**config.mk**
```make
export PLATFORM = sky130hd
export DESIGN_NAME = cpu_core_registers
export DESIGN_NICKNAME = d
export VERILOG_FILES = /design/src/rtl/cpu_core_pkg.sv /design/src/rtl/cpu_core_registers.sv /design/src/rtl/return_stack.sv /design/src/rtl/context_flags.sv
export SDC_FILE = /design/constraint.sdc
export NUM_CORES = 1
export LEC_CHECK = 0
export BUFFER_PORTS_ARGS = -buffer_cell sky130_fd_sc_hd__buf_2
export CORE_UTILIZATION = 62
export DETAILED_ROUTE_END_ITERATION = 10
export GPL_TIMING_DRIVEN = 0
export HOLD_SLACK_MARGIN = 0.1
export PLACE_DENSITY_LB_ADDON = 0.2
export SKIP_CTS_REPAIR_TIMING = 1
export SYNTH_ARGS = -nofsm -noshare
export SYNTH_HDL_FRONTEND = slang
export SYNTH_HIERARCHICAL = 1
export SYNTH_SLANG_ARGS = --single-unit
```
**constraint.sdc**
```tcl
create_clock -name clk -period 2.85 [get_ports clk]
set_input_delay 0.57 -clock clk [delete_from_list [all_inputs] [get_ports clk]]
set_output_delay 0.57 -clock clk [all_outputs]
set_load 0.05 [all_outputs]
```
**src/rtl/cpu_core_pkg.sv**
```systemverilog
// Shared constants and types of the CPU core register file
package cpu_core_pkg;
  // ==========================================
  // Widths and sizes
  localparam int DATA_W = 8;
  localparam int PC_W = 12;
  localparam int STACK_LEVELS = 6;
  localparam int CTX_COUNT = 3;
  // ==========================================
  // Data-space offsets
  localparam logic [7:0] ADDR_FIRST_POINTER = 8'h80;
  localparam logic [7:0] ADDR_SECOND_POINTER = 8'h81;
  localparam logic [7:0] ADDR_SHORT_SLOT_ONE = 8'h82;
  localparam logic [7:0] ADDR_SHORT_SLOT_SECOND = 8'h83;
  localparam logic [7:0] ADDR_ACCUMULATOR = 8'hFF;
  // ==========================================
  // Values after reset, and the program counter step
  localparam logic [11:0] RESET_VECTOR = 12'hFFE;
  localparam logic [7:0] DATA_RESET = 8'h00;
  localparam logic [7:0] READ_MISS = 8'h00;
  localparam logic [11:0] PC_ONE = 12'h001;
  // ==========================================
  // Program counter sources and flag contexts
  typedef enum logic [2:0] {
    PC_HOLD, PC_STEP, PC_JUMP, PC_CALL, PC_REL, PC_INTR, PC_SUBRET, PC_INTRET
  } pc_op_t;
  typedef enum logic [1:0] {CTX_NORMAL, CTX_IRQ, CTX_NMI} ctx_t;
  typedef struct packed {
    pc_op_t op;
    logic [11:0] target;
    logic nmi;
  } pc_cmd_t;
  typedef struct packed {
    logic carryWe;
    logic carryIn;
    logic zeroWe;
    logic zeroIn;
  } flag_upd_t;
  typedef struct packed {
    logic wrEn;
    logic rdEn;
    logic [7:0] addr;
    logic [7:0] wrData;
  } ds_req_t;
endpackage

```
**src/rtl/cpu_core_registers.sv**
```systemverilog
// Programmer-visible registers, program counter, flags and stack of the core
//
// Notes on behaviour
// [RULE1] Eight-bit accumulator, also a data-space byte at FFh.
// [RULE2] Two pointer registers at 80h and 81h, readable and writable.
// [RULE3] Two short-direct byte registers at 82h and 83h.
// [RULE4] Program counter is twelve bits, reaching 4096 program bytes.
// [RULE5] Beyond 4096 bytes only a separate bank register helps; PC never widens.
// [RULE6] Ordinary fetches advance the program counter by one.
// [RULE7] Jump, call, relative branch, vector and returns each load the PC.
// [RULE8] Three carry/zero pairs: main, interrupt and NMI contexts.
// [RULE9] Interrupt or NMI entry selects its pair; exit restores the previous.
// [RULE10] Pairs keep values over switches; only the active pair is visible.
// [RULE11] Active carry follows carry/borrow, tested bit, and feeds rotate-left.
// [RULE12] Active zero is set for a zero result, cleared otherwise.
// [RULE13] After reset the NMI pair is active until the first interrupt exit.
// [RULE14] Six twelve-bit levels of return stack, no pointer, strict LIFO.
// [RULE15] Call or interrupt shifts levels up; PC enters level one.
// [RULE16] Either return copies level one to PC and shifts levels down.
// [RULE17] Beyond six nestings the stack stays deepest; oldest address lost.
// [RULE18] Return on empty stack leaves it empty; execution continues sequentially.
// [RULE19] Software saves accumulator and data registers itself in subroutines.
// [RULE20] Any reset empties the stack and loads PC with vector 0FFEh.
// [RULE21] Context chain lets NMI exit return to interrupt, not main.
`timescale 1ns/1ps
module cpu_core_registers #(
  parameter int STACK_DEPTH = cpu_core_pkg::STACK_LEVELS
) (
  // Clock and reset
  input wire logic clk,
  input wire logic rst_b,
  // Data-space bus
  input wire cpu_core_pkg::ds_req_t dsReq,
  output logic [7:0] dsRdData,
  output logic dsRdHit,
  // Accumulator port from the ALU
  input wire logic accWe,
  input wire logic [7:0] accIn,
  output logic [7:0] accOut,
  // Pointer and short-direct values
  output logic [7:0] firstPointer,
  output logic [7:0] secondPointer,
  output logic [7:0] shortSlotOne,
  output logic [7:0] shortSlotSecond,
  // Program counter control
  input wire cpu_core_pkg::pc_cmd_t pcCmd,
  output logic [11:0] pcOut,
  // Flags
  input wire cpu_core_pkg::flag_upd_t flagUpd,
  output logic carryOut,
  output logic zeroOut,
  output cpu_core_pkg::ctx_t ctxOut,
  // Stack state
  output logic stackEmpty,
  output logic [3:0] stackDepth
);
  generate
    if (STACK_DEPTH != cpu_core_pkg::STACK_LEVELS) begin : gBadStack
      $error("stack depth must stay at six levels");
    end
  endgenerate

  logic [7:0] acc_reg;
  logic [7:0] firstPointer_reg;
  logic [7:0] secondPointer_reg;
  logic [7:0] shortSlotOne_reg;
  logic [7:0] shortSlotSecond_reg;
  logic [11:0] pc_reg;
  logic [11:0] pc_next;
  logic [7:0] rdData_reg;
  logic rdHit_reg;
  logic [7:0] rdData_next;
  logic rdHit_next;
  logic stackPush;
  logic stackPop;
  logic [11:0] stackTop;
  logic isReturn;

  // ==========================================
  // Data-space registers
  // Bus write and ALU write in one cycle: ALU wins, it is the later stage
  always_ff @(posedge clk or negedge rst_b) begin
    if (!rst_b) begin
      acc_reg <= cpu_core_pkg::DATA_RESET;
    end else if (accWe) begin
      acc_reg <= accIn; // [RULE1]
    end else if (dsReq.wrEn && dsReq.addr == cpu_core_pkg::ADDR_ACCUMULATOR) begin
      acc_reg <= dsReq.wrData; // [RULE1]
    end
  end

  always_ff @(posedge clk or negedge rst_b) begin
    if (!rst_b) begin
      firstPointer_reg <= cpu_core_pkg::DATA_RESET;
      secondPointer_reg <= cpu_core_pkg::DATA_RESET;
      shortSlotOne_reg <= cpu_core_pkg::DATA_RESET;
      shortSlotSecond_reg <= cpu_core_pkg::DATA_RESET;
    end else if (dsReq.wrEn) begin
      unique case (dsReq.addr)
        cpu_core_pkg::ADDR_FIRST_POINTER: firstPointer_reg <= dsReq.wrData; // [RULE2]
        cpu_core_pkg::ADDR_SECOND_POINTER: secondPointer_reg <= dsReq.wrData; // [RULE2]
        cpu_core_pkg::ADDR_SHORT_SLOT_ONE: shortSlotOne_reg <= dsReq.wrData; // [RULE3]
        cpu_core_pkg::ADDR_SHORT_SLOT_SECOND: shortSlotSecond_reg <= dsReq.wrData; // [RULE3]
        default: ;
      endcase
    end
  end

  // ==========================================
  // Read path, one cycle of latency
  always_comb begin
    rdHit_next = 1'b1;
    unique case (dsReq.addr)
      cpu_core_pkg::ADDR_FIRST_POINTER: rdData_next = firstPointer_reg;
      cpu_core_pkg::ADDR_SECOND_POINTER: rdData_next = secondPointer_reg;
      cpu_core_pkg::ADDR_SHORT_SLOT_ONE: rdData_next = shortSlotOne_reg;
      cpu_core_pkg::ADDR_SHORT_SLOT_SECOND: rdData_next = shortSlotSecond_reg;
      cpu_core_pkg::ADDR_ACCUMULATOR: rdData_next = acc_reg;
      default: begin
        rdData_next = cpu_core_pkg::READ_MISS;
        rdHit_next = 1'b0;
      end
    endcase
  end

  always_ff @(posedge clk or negedge rst_b) begin
    if (!rst_b) begin
      rdData_reg <= cpu_core_pkg::READ_MISS;
      rdHit_reg <= 1'b0;
    end else begin
      rdData_reg <= dsReq.rdEn ? rdData_next : cpu_core_pkg::READ_MISS;
      rdHit_reg <= dsReq.rdEn && rdHit_next;
    end
  end

  // ==========================================
  // Program counter
  // Twelve bits wrap at 4096; wider reach belongs to a bank register elsewhere
  assign isReturn = (pcCmd.op == cpu_core_pkg::PC_SUBRET) || (pcCmd.op == cpu_core_pkg::PC_INTRET);
  assign stackPush = (pcCmd.op == cpu_core_pkg::PC_CALL) || (pcCmd.op == cpu_core_pkg::PC_INTR); // [RULE15]
  assign stackPop = isReturn; // [RULE16]

  always_comb begin
    unique case (pcCmd.op)
      cpu_core_pkg::PC_HOLD: pc_next = pc_reg;
      cpu_core_pkg::PC_STEP: pc_next = pc_reg + cpu_core_pkg::PC_ONE; // [RULE6] [RULE5]
      cpu_core_pkg::PC_JUMP: pc_next = pcCmd.target; // [RULE7]
      cpu_core_pkg::PC_CALL: pc_next = pcCmd.target; // [RULE7]
      cpu_core_pkg::PC_REL: pc_next = pcCmd.target; // [RULE7]
      cpu_core_pkg::PC_INTR: pc_next = pcCmd.target; // [RULE7]
      // Empty stack: no pop, simply the next instruction
      cpu_core_pkg::PC_SUBRET, cpu_core_pkg::PC_INTRET:
        pc_next = stackEmpty ? pc_reg + cpu_core_pkg::PC_ONE : stackTop; // [RULE16] [RULE18]
    endcase
  end

  always_ff @(posedge clk or negedge rst_b) begin
    if (!rst_b) begin
      pc_reg <= cpu_core_pkg::RESET_VECTOR; // [RULE20] [RULE4]
    end else begin
      pc_reg <= pc_next; // [RULE7]
    end
  end

  // ==========================================
  // Stack and flag banks
  return_stack #(
    .DEPTH(STACK_DEPTH),
    .W(cpu_core_pkg::PC_W)
  ) uStack (
    .clk(clk),
    .rst_b(rst_b),
    .push(stackPush),
    .pop(stackPop),
    .pushData(pc_reg), // [RULE15]
    .top(stackTop),
    .empty(stackEmpty),
    .depth(stackDepth)
  );

  context_flags uFlags (
    .clk(clk),
    .rst_b(rst_b),
    .enterIrq(pcCmd.op == cpu_core_pkg::PC_INTR && !pcCmd.nmi), // [RULE9]
    .enterNmi(pcCmd.op == cpu_core_pkg::PC_INTR && pcCmd.nmi), // [RULE9]
    .exitCtx(pcCmd.op == cpu_core_pkg::PC_INTRET), // [RULE9]
    .upd(flagUpd),
    .ctx(ctxOut),
    .carry(carryOut),
    .zero(zeroOut)
  );

  assign accOut = acc_reg;
  assign firstPointer = firstPointer_reg;
  assign secondPointer = secondPointer_reg;
  assign shortSlotOne = shortSlotOne_reg;
  assign shortSlotSecond = shortSlotSecond_reg;
  assign pcOut = pc_reg;
  assign dsRdData = rdData_reg;
  assign dsRdHit = rdHit_reg;
endmodule

```
**src/rtl/return_stack.sv**
```systemverilog
// Six-level shift return stack without a pointer
`timescale 1ns/1ps
module return_stack #(
  parameter int DEPTH = 6,
  parameter int W = 12
) (
  // Clock and reset
  input wire logic clk,
  input wire logic rst_b,
  // Stack operations
  input wire logic push,
  input wire logic pop,
  input wire logic [W-1:0] pushData,
  // State
  output logic [W-1:0] top,
  output logic empty,
  output logic [3:0] depth
);
  generate
    if (DEPTH < 2 || DEPTH > 15) begin : gBadDepth
      $error("return_stack depth out of range");
    end
  endgenerate

  logic [W-1:0] levels_reg [DEPTH];
  logic [3:0] depth_reg;

  // ==========================================
  // Level shifting
  genvar gi;
  generate
    for (gi = 0; gi < DEPTH; gi++) begin : gLevel
      always_ff @(posedge clk or negedge rst_b) begin
        if (!rst_b) begin
          levels_reg[gi] <= '0;
        end else if (push) begin
          // Deepest level simply falls off the end [RULE15]
          levels_reg[gi] <= (gi == 0) ? pushData : levels_reg[(gi == 0) ? 0 : gi - 1];
        end else if (pop && depth_reg != 4'h0) begin
          levels_reg[gi] <= (gi == DEPTH - 1) ? '0 : levels_reg[(gi == DEPTH - 1) ? gi : gi + 1]; // [RULE16]
        end
      end
    end
  endgenerate

  // ==========================================
  // Occupancy, saturating at both ends
  always_ff @(posedge clk or negedge rst_b) begin
    if (!rst_b) begin
      depth_reg <= 4'h0; // [RULE20]
    end else if (push) begin
      if (depth_reg != 4'(DEPTH)) begin
        depth_reg <= depth_reg + 4'h1; // [RULE17]
      end
    end else if (pop && depth_reg != 4'h0) begin
      depth_reg <= depth_reg - 4'h1; // [RULE18]
    end
  end

  assign top = levels_reg[0];
  assign empty = (depth_reg == 4'h0);
  assign depth = depth_reg;
endmodule

```
**src/rtl/context_flags.sv**
```systemverilog
// Banked carry and zero flags with interrupt context chain
`timescale 1ns/1ps
module context_flags (
  // Clock and reset
  input wire logic clk,
  input wire logic rst_b,
  // Context events
  input wire logic enterIrq,
  input wire logic enterNmi,
  input wire logic exitCtx,
  // Flag updates from the ALU
  input wire cpu_core_pkg::flag_upd_t upd,
  // Active state
  output cpu_core_pkg::ctx_t ctx,
  output logic carry,
  output logic zero
);
  cpu_core_pkg::ctx_t ctx_reg;
  cpu_core_pkg::ctx_t saved_reg [2];
  logic [1:0] savedCnt_reg;
  logic [2:0] carryBank_reg;
  logic [2:0] zeroBank_reg;
  logic [1:0] idx;

  assign idx = ctx_reg;

  // ==========================================
  // Context chain
  always_ff @(posedge clk or negedge rst_b) begin
    if (!rst_b) begin
      ctx_reg <= cpu_core_pkg::CTX_NMI; // [RULE13]
      saved_reg[0] <= cpu_core_pkg::CTX_NORMAL;
      saved_reg[1] <= cpu_core_pkg::CTX_NORMAL;
      savedCnt_reg <= 2'h0;
    end else if (enterIrq || enterNmi) begin
      ctx_reg <= enterNmi ? cpu_core_pkg::CTX_NMI : cpu_core_pkg::CTX_IRQ; // [RULE9]
      saved_reg[1] <= saved_reg[0];
      saved_reg[0] <= ctx_reg; // [RULE21]
      if (savedCnt_reg != 2'h2) begin
        savedCnt_reg <= savedCnt_reg + 2'h1;
      end
    end else if (exitCtx) begin
      // Empty chain falls back to the main program
      ctx_reg <= (savedCnt_reg != 2'h0) ? saved_reg[0] : cpu_core_pkg::CTX_NORMAL; // [RULE9] [RULE21]
      saved_reg[0] <= saved_reg[1];
      saved_reg[1] <= cpu_core_pkg::CTX_NORMAL;
      if (savedCnt_reg != 2'h0) begin
        savedCnt_reg <= savedCnt_reg - 2'h1;
      end
    end
  end

  // ==========================================
  // Flag banks, only the active pair is touched
  always_ff @(posedge clk or negedge rst_b) begin
    if (!rst_b) begin
      carryBank_reg <= 3'h0;
      zeroBank_reg <= 3'h0;
    end else begin
      if (upd.carryWe) begin
        carryBank_reg[idx] <= upd.carryIn; // [RULE8] [RULE10] [RULE11]
      end
      if (upd.zeroWe) begin
        zeroBank_reg[idx] <= upd.zeroIn; // [RULE12]
      end
    end
  end

  assign ctx = ctx_reg;
  assign carry = carryBank_reg[idx]; // [RULE10]
  assign zero = zeroBank_reg[idx];
endmodule

```
==> metrics.yaml <==
antenna_found_initial: 0
drt-initial-drc-count: 562
antenna_cells: 0
clkSlewWorstSetupHoldPaths_ns: 0.06
synth_simple_gate_area_share_pct: 14.0
drv_slew: 0
synth_cells: 732
cts_buffers: 17
dpl_cell_area_um2: 8530
rsz0062_at_grt: "false"
avgSynthCellArea_um2: 10.5
place.gp.congestion: 0.899
reg2reg_to: "pcOut[8]"
clock_skew_ns: 0.00570
grt-ovfl-total: 0
crit_slowest_cell: "ha_1"
worstPathCellList: "buf_2 -> clkbuf_1 -> xor2_1 -> and2_1 -> buf_2 -> inv_1 -> ha_1 -> a21oi_1 -> a22oi_1 -> a211oi_1"
setup_ws_ns: 0.313
critPathKind: "in -> reg"
globalRouteTotalUtil_pct: 31.1
ios: 119
portBuffers: 117
ys.flop_type: "dfrtp_1"
worstMarginPinSlew_ns: 0.869
max_freq_mhz: 394
largest_reg_flops: 60
place_ws_ns: -0.0216
synthXorXnorAreaFrac_pct: 0.455
powerDensity_nw_per_um2: 817
synth_fa_ha_area_share_pct: 0.748
fin_area_um2: 9130
post-route-period-util_pct: 89.0
yosysWarnings: 6
async_reset_ff_share_pct: 100
slowest_delay_ns: 0.38
p_leak_nw: 4.49
drc: 0
grt_pass1_wl_mm: 30.9
synth_top_family_by_area: "multiplexers"
fp.dieH_um: 113
dp_hpwl_mm: 13.4
wire_per_inst_um: 18.2
worst_path_most_repeated_cell: "buf_2"
synth_edf_count: 0
post-route-min-period_ns: 2.54
synth.most_common_cell: "dfrtp_1"
synthToLayoutAreaGrowth_pct: 18.7
fillerInstances: 809
drive_gt1_share_pct: 29.5
clockBufferDepth: 2
nets: 922
rr_startpoint: "uStack/depth[0]"
crit_arrival_ns: 2.87
clock-sinks: 151
clk_latency_ns: 0.42
multi_input_area_um2: 3530
seqCellArea_um2: 3790
core-area_um2: 12100
r2r_slack_ns: 0.68
netlist_area_um2: 7690
ys_top_cells_by_count: "dfrtp_1, nand2_1, mux2i_1"
drtAntennaViolNets: 0
synth_compound_area_share_pct: 12.7
die_x_um: 113
die-area_um2: 12900
synth_mux_area_share_pct: 17.9
yosys-top-cells-area: "dfrtp_1, mux2i_1, mux2_2"
firstDrtPassIters: 6
maxCapViolCount: 0
relSlewSlack_pct: 41.7
vias_per_cell: 5.98
synth.distinct_cells: 69
synth.net_count: 785
initial_core_util_pct: 63.8
htree_levels: 4
cts_tree: "done"
grt_pass1_vias: 6292
min_path_type: "in -> async"
cp.required_ns: 3.18
endpoint_kind: "flip-flop"
reg2reg_depth: 6
ys_seq_area_share_pct: 49.3
grt_max_degree: 97
crit_fanout: 10
synth_seq_cells: 151
vias: 6282
drt_wl_total_mm: 19.1
finalHoldViolations: 0
std_cell_rows: 40
yosysTopAreaCellShare_pct: 45.2
status: "complete, no violations"
setup_violations: 0
cts-root-buf: "clkbuf_16"
synth_area_leader_cell: "dfrtp_1"
cp-start-kind: "primary input"
ir_drop_v: 0.000495
==> report_power, final <==
part,internal (mW),leakage (nW),switching (mW)
clock,1.38,0.291,0.864
sequential,2.69,1.98,0.536
combinational,0.799,2.22,1.18
total,4.87,4.49,2.58
==> final cells by class <==
cell class / count / area share, %
sequential: 151 / 41.6
multi-input combinational: 520 / 38.7
inverter: 8 / 0.329
buffer: 53 / 3.77
clock buffer: 21 / 5.26
timing repair buffer: 118 / 6.78
clock inverter: 11 / 1.32
tap: 168 / 2.30
==> critical path: cells and delay by family <==
family	cells	cell delay [ns]
buffers and inverters	4	0.80
AOI/OAI and AO/OA	3	0.62
adders and majority gates	1	0.38
and+or+nand+nor	1	0.28
xor gates and xnor gates	1	0.22
==> metrics by stage <==
stage	instances	util, %	total power [mW]	hold WS [ns]	setup TNS (ns)
global route	1050	75.7	7.80	0.159	0
detailed placement	1018	70.7	5.21	0.498	-0.0216
finish	1050	75.7	7.45	0.117	0
CTS	1050	75.7	7.46	0.129	0
global placement	1017	70.4	5.08	0.488	-113.47
floorplan	732	-	4.60	0.274	0
==> how the worst max path moves through the flow <==
stage	endpoint	from	slack, ns	depth (start not counted)
6_report	uStack/depth[3]	pcCmd[15]	0.31	10
4_1_cts	uStack/depth[3]	pcCmd[15]	0.41	10
3_3_place_gp	shortSlotOne[0]	rst_b	-0.83	1
2_1_floorplan	pcOut[8]	uStack/depth[0]	0.02	6
3_5_place_dp	uStack/depth[3]	pcCmd[15]	-0.02	10
5_1_grt	uStack/depth[3]	pcCmd[15]	0.16	10
==> layer usage <==
metal	wire length (um)	part of all wire, %	GRT usage [%]
met5	0	0	0
met4	423	2.2	13.2
met3	1020	5.3	5.74
met2	9450	50	50.9
met1	8170	43	41.2
==> cell families after synthesis <==
logic type,after synthesis
compound gates,168
xor+xnor,4
fa+ha+maj,4
buf+inv,61
flops,151
mux,130
simple gates,214
==> placed cells by master, fill, tap and decap left out, types with 13 or more instances in the layout <==
cell type,count
o21ai_1,59
mux2_2,54
dfrtp_1,139
buf_4,13
mux2i_1,74
nand2_1,120
clkbuf_16,17
a21oi_1,26
nor2_1,14
clkbuf_1,25
buf_2,121
o21ai_0,38
(Power assumes the default switching activity.)
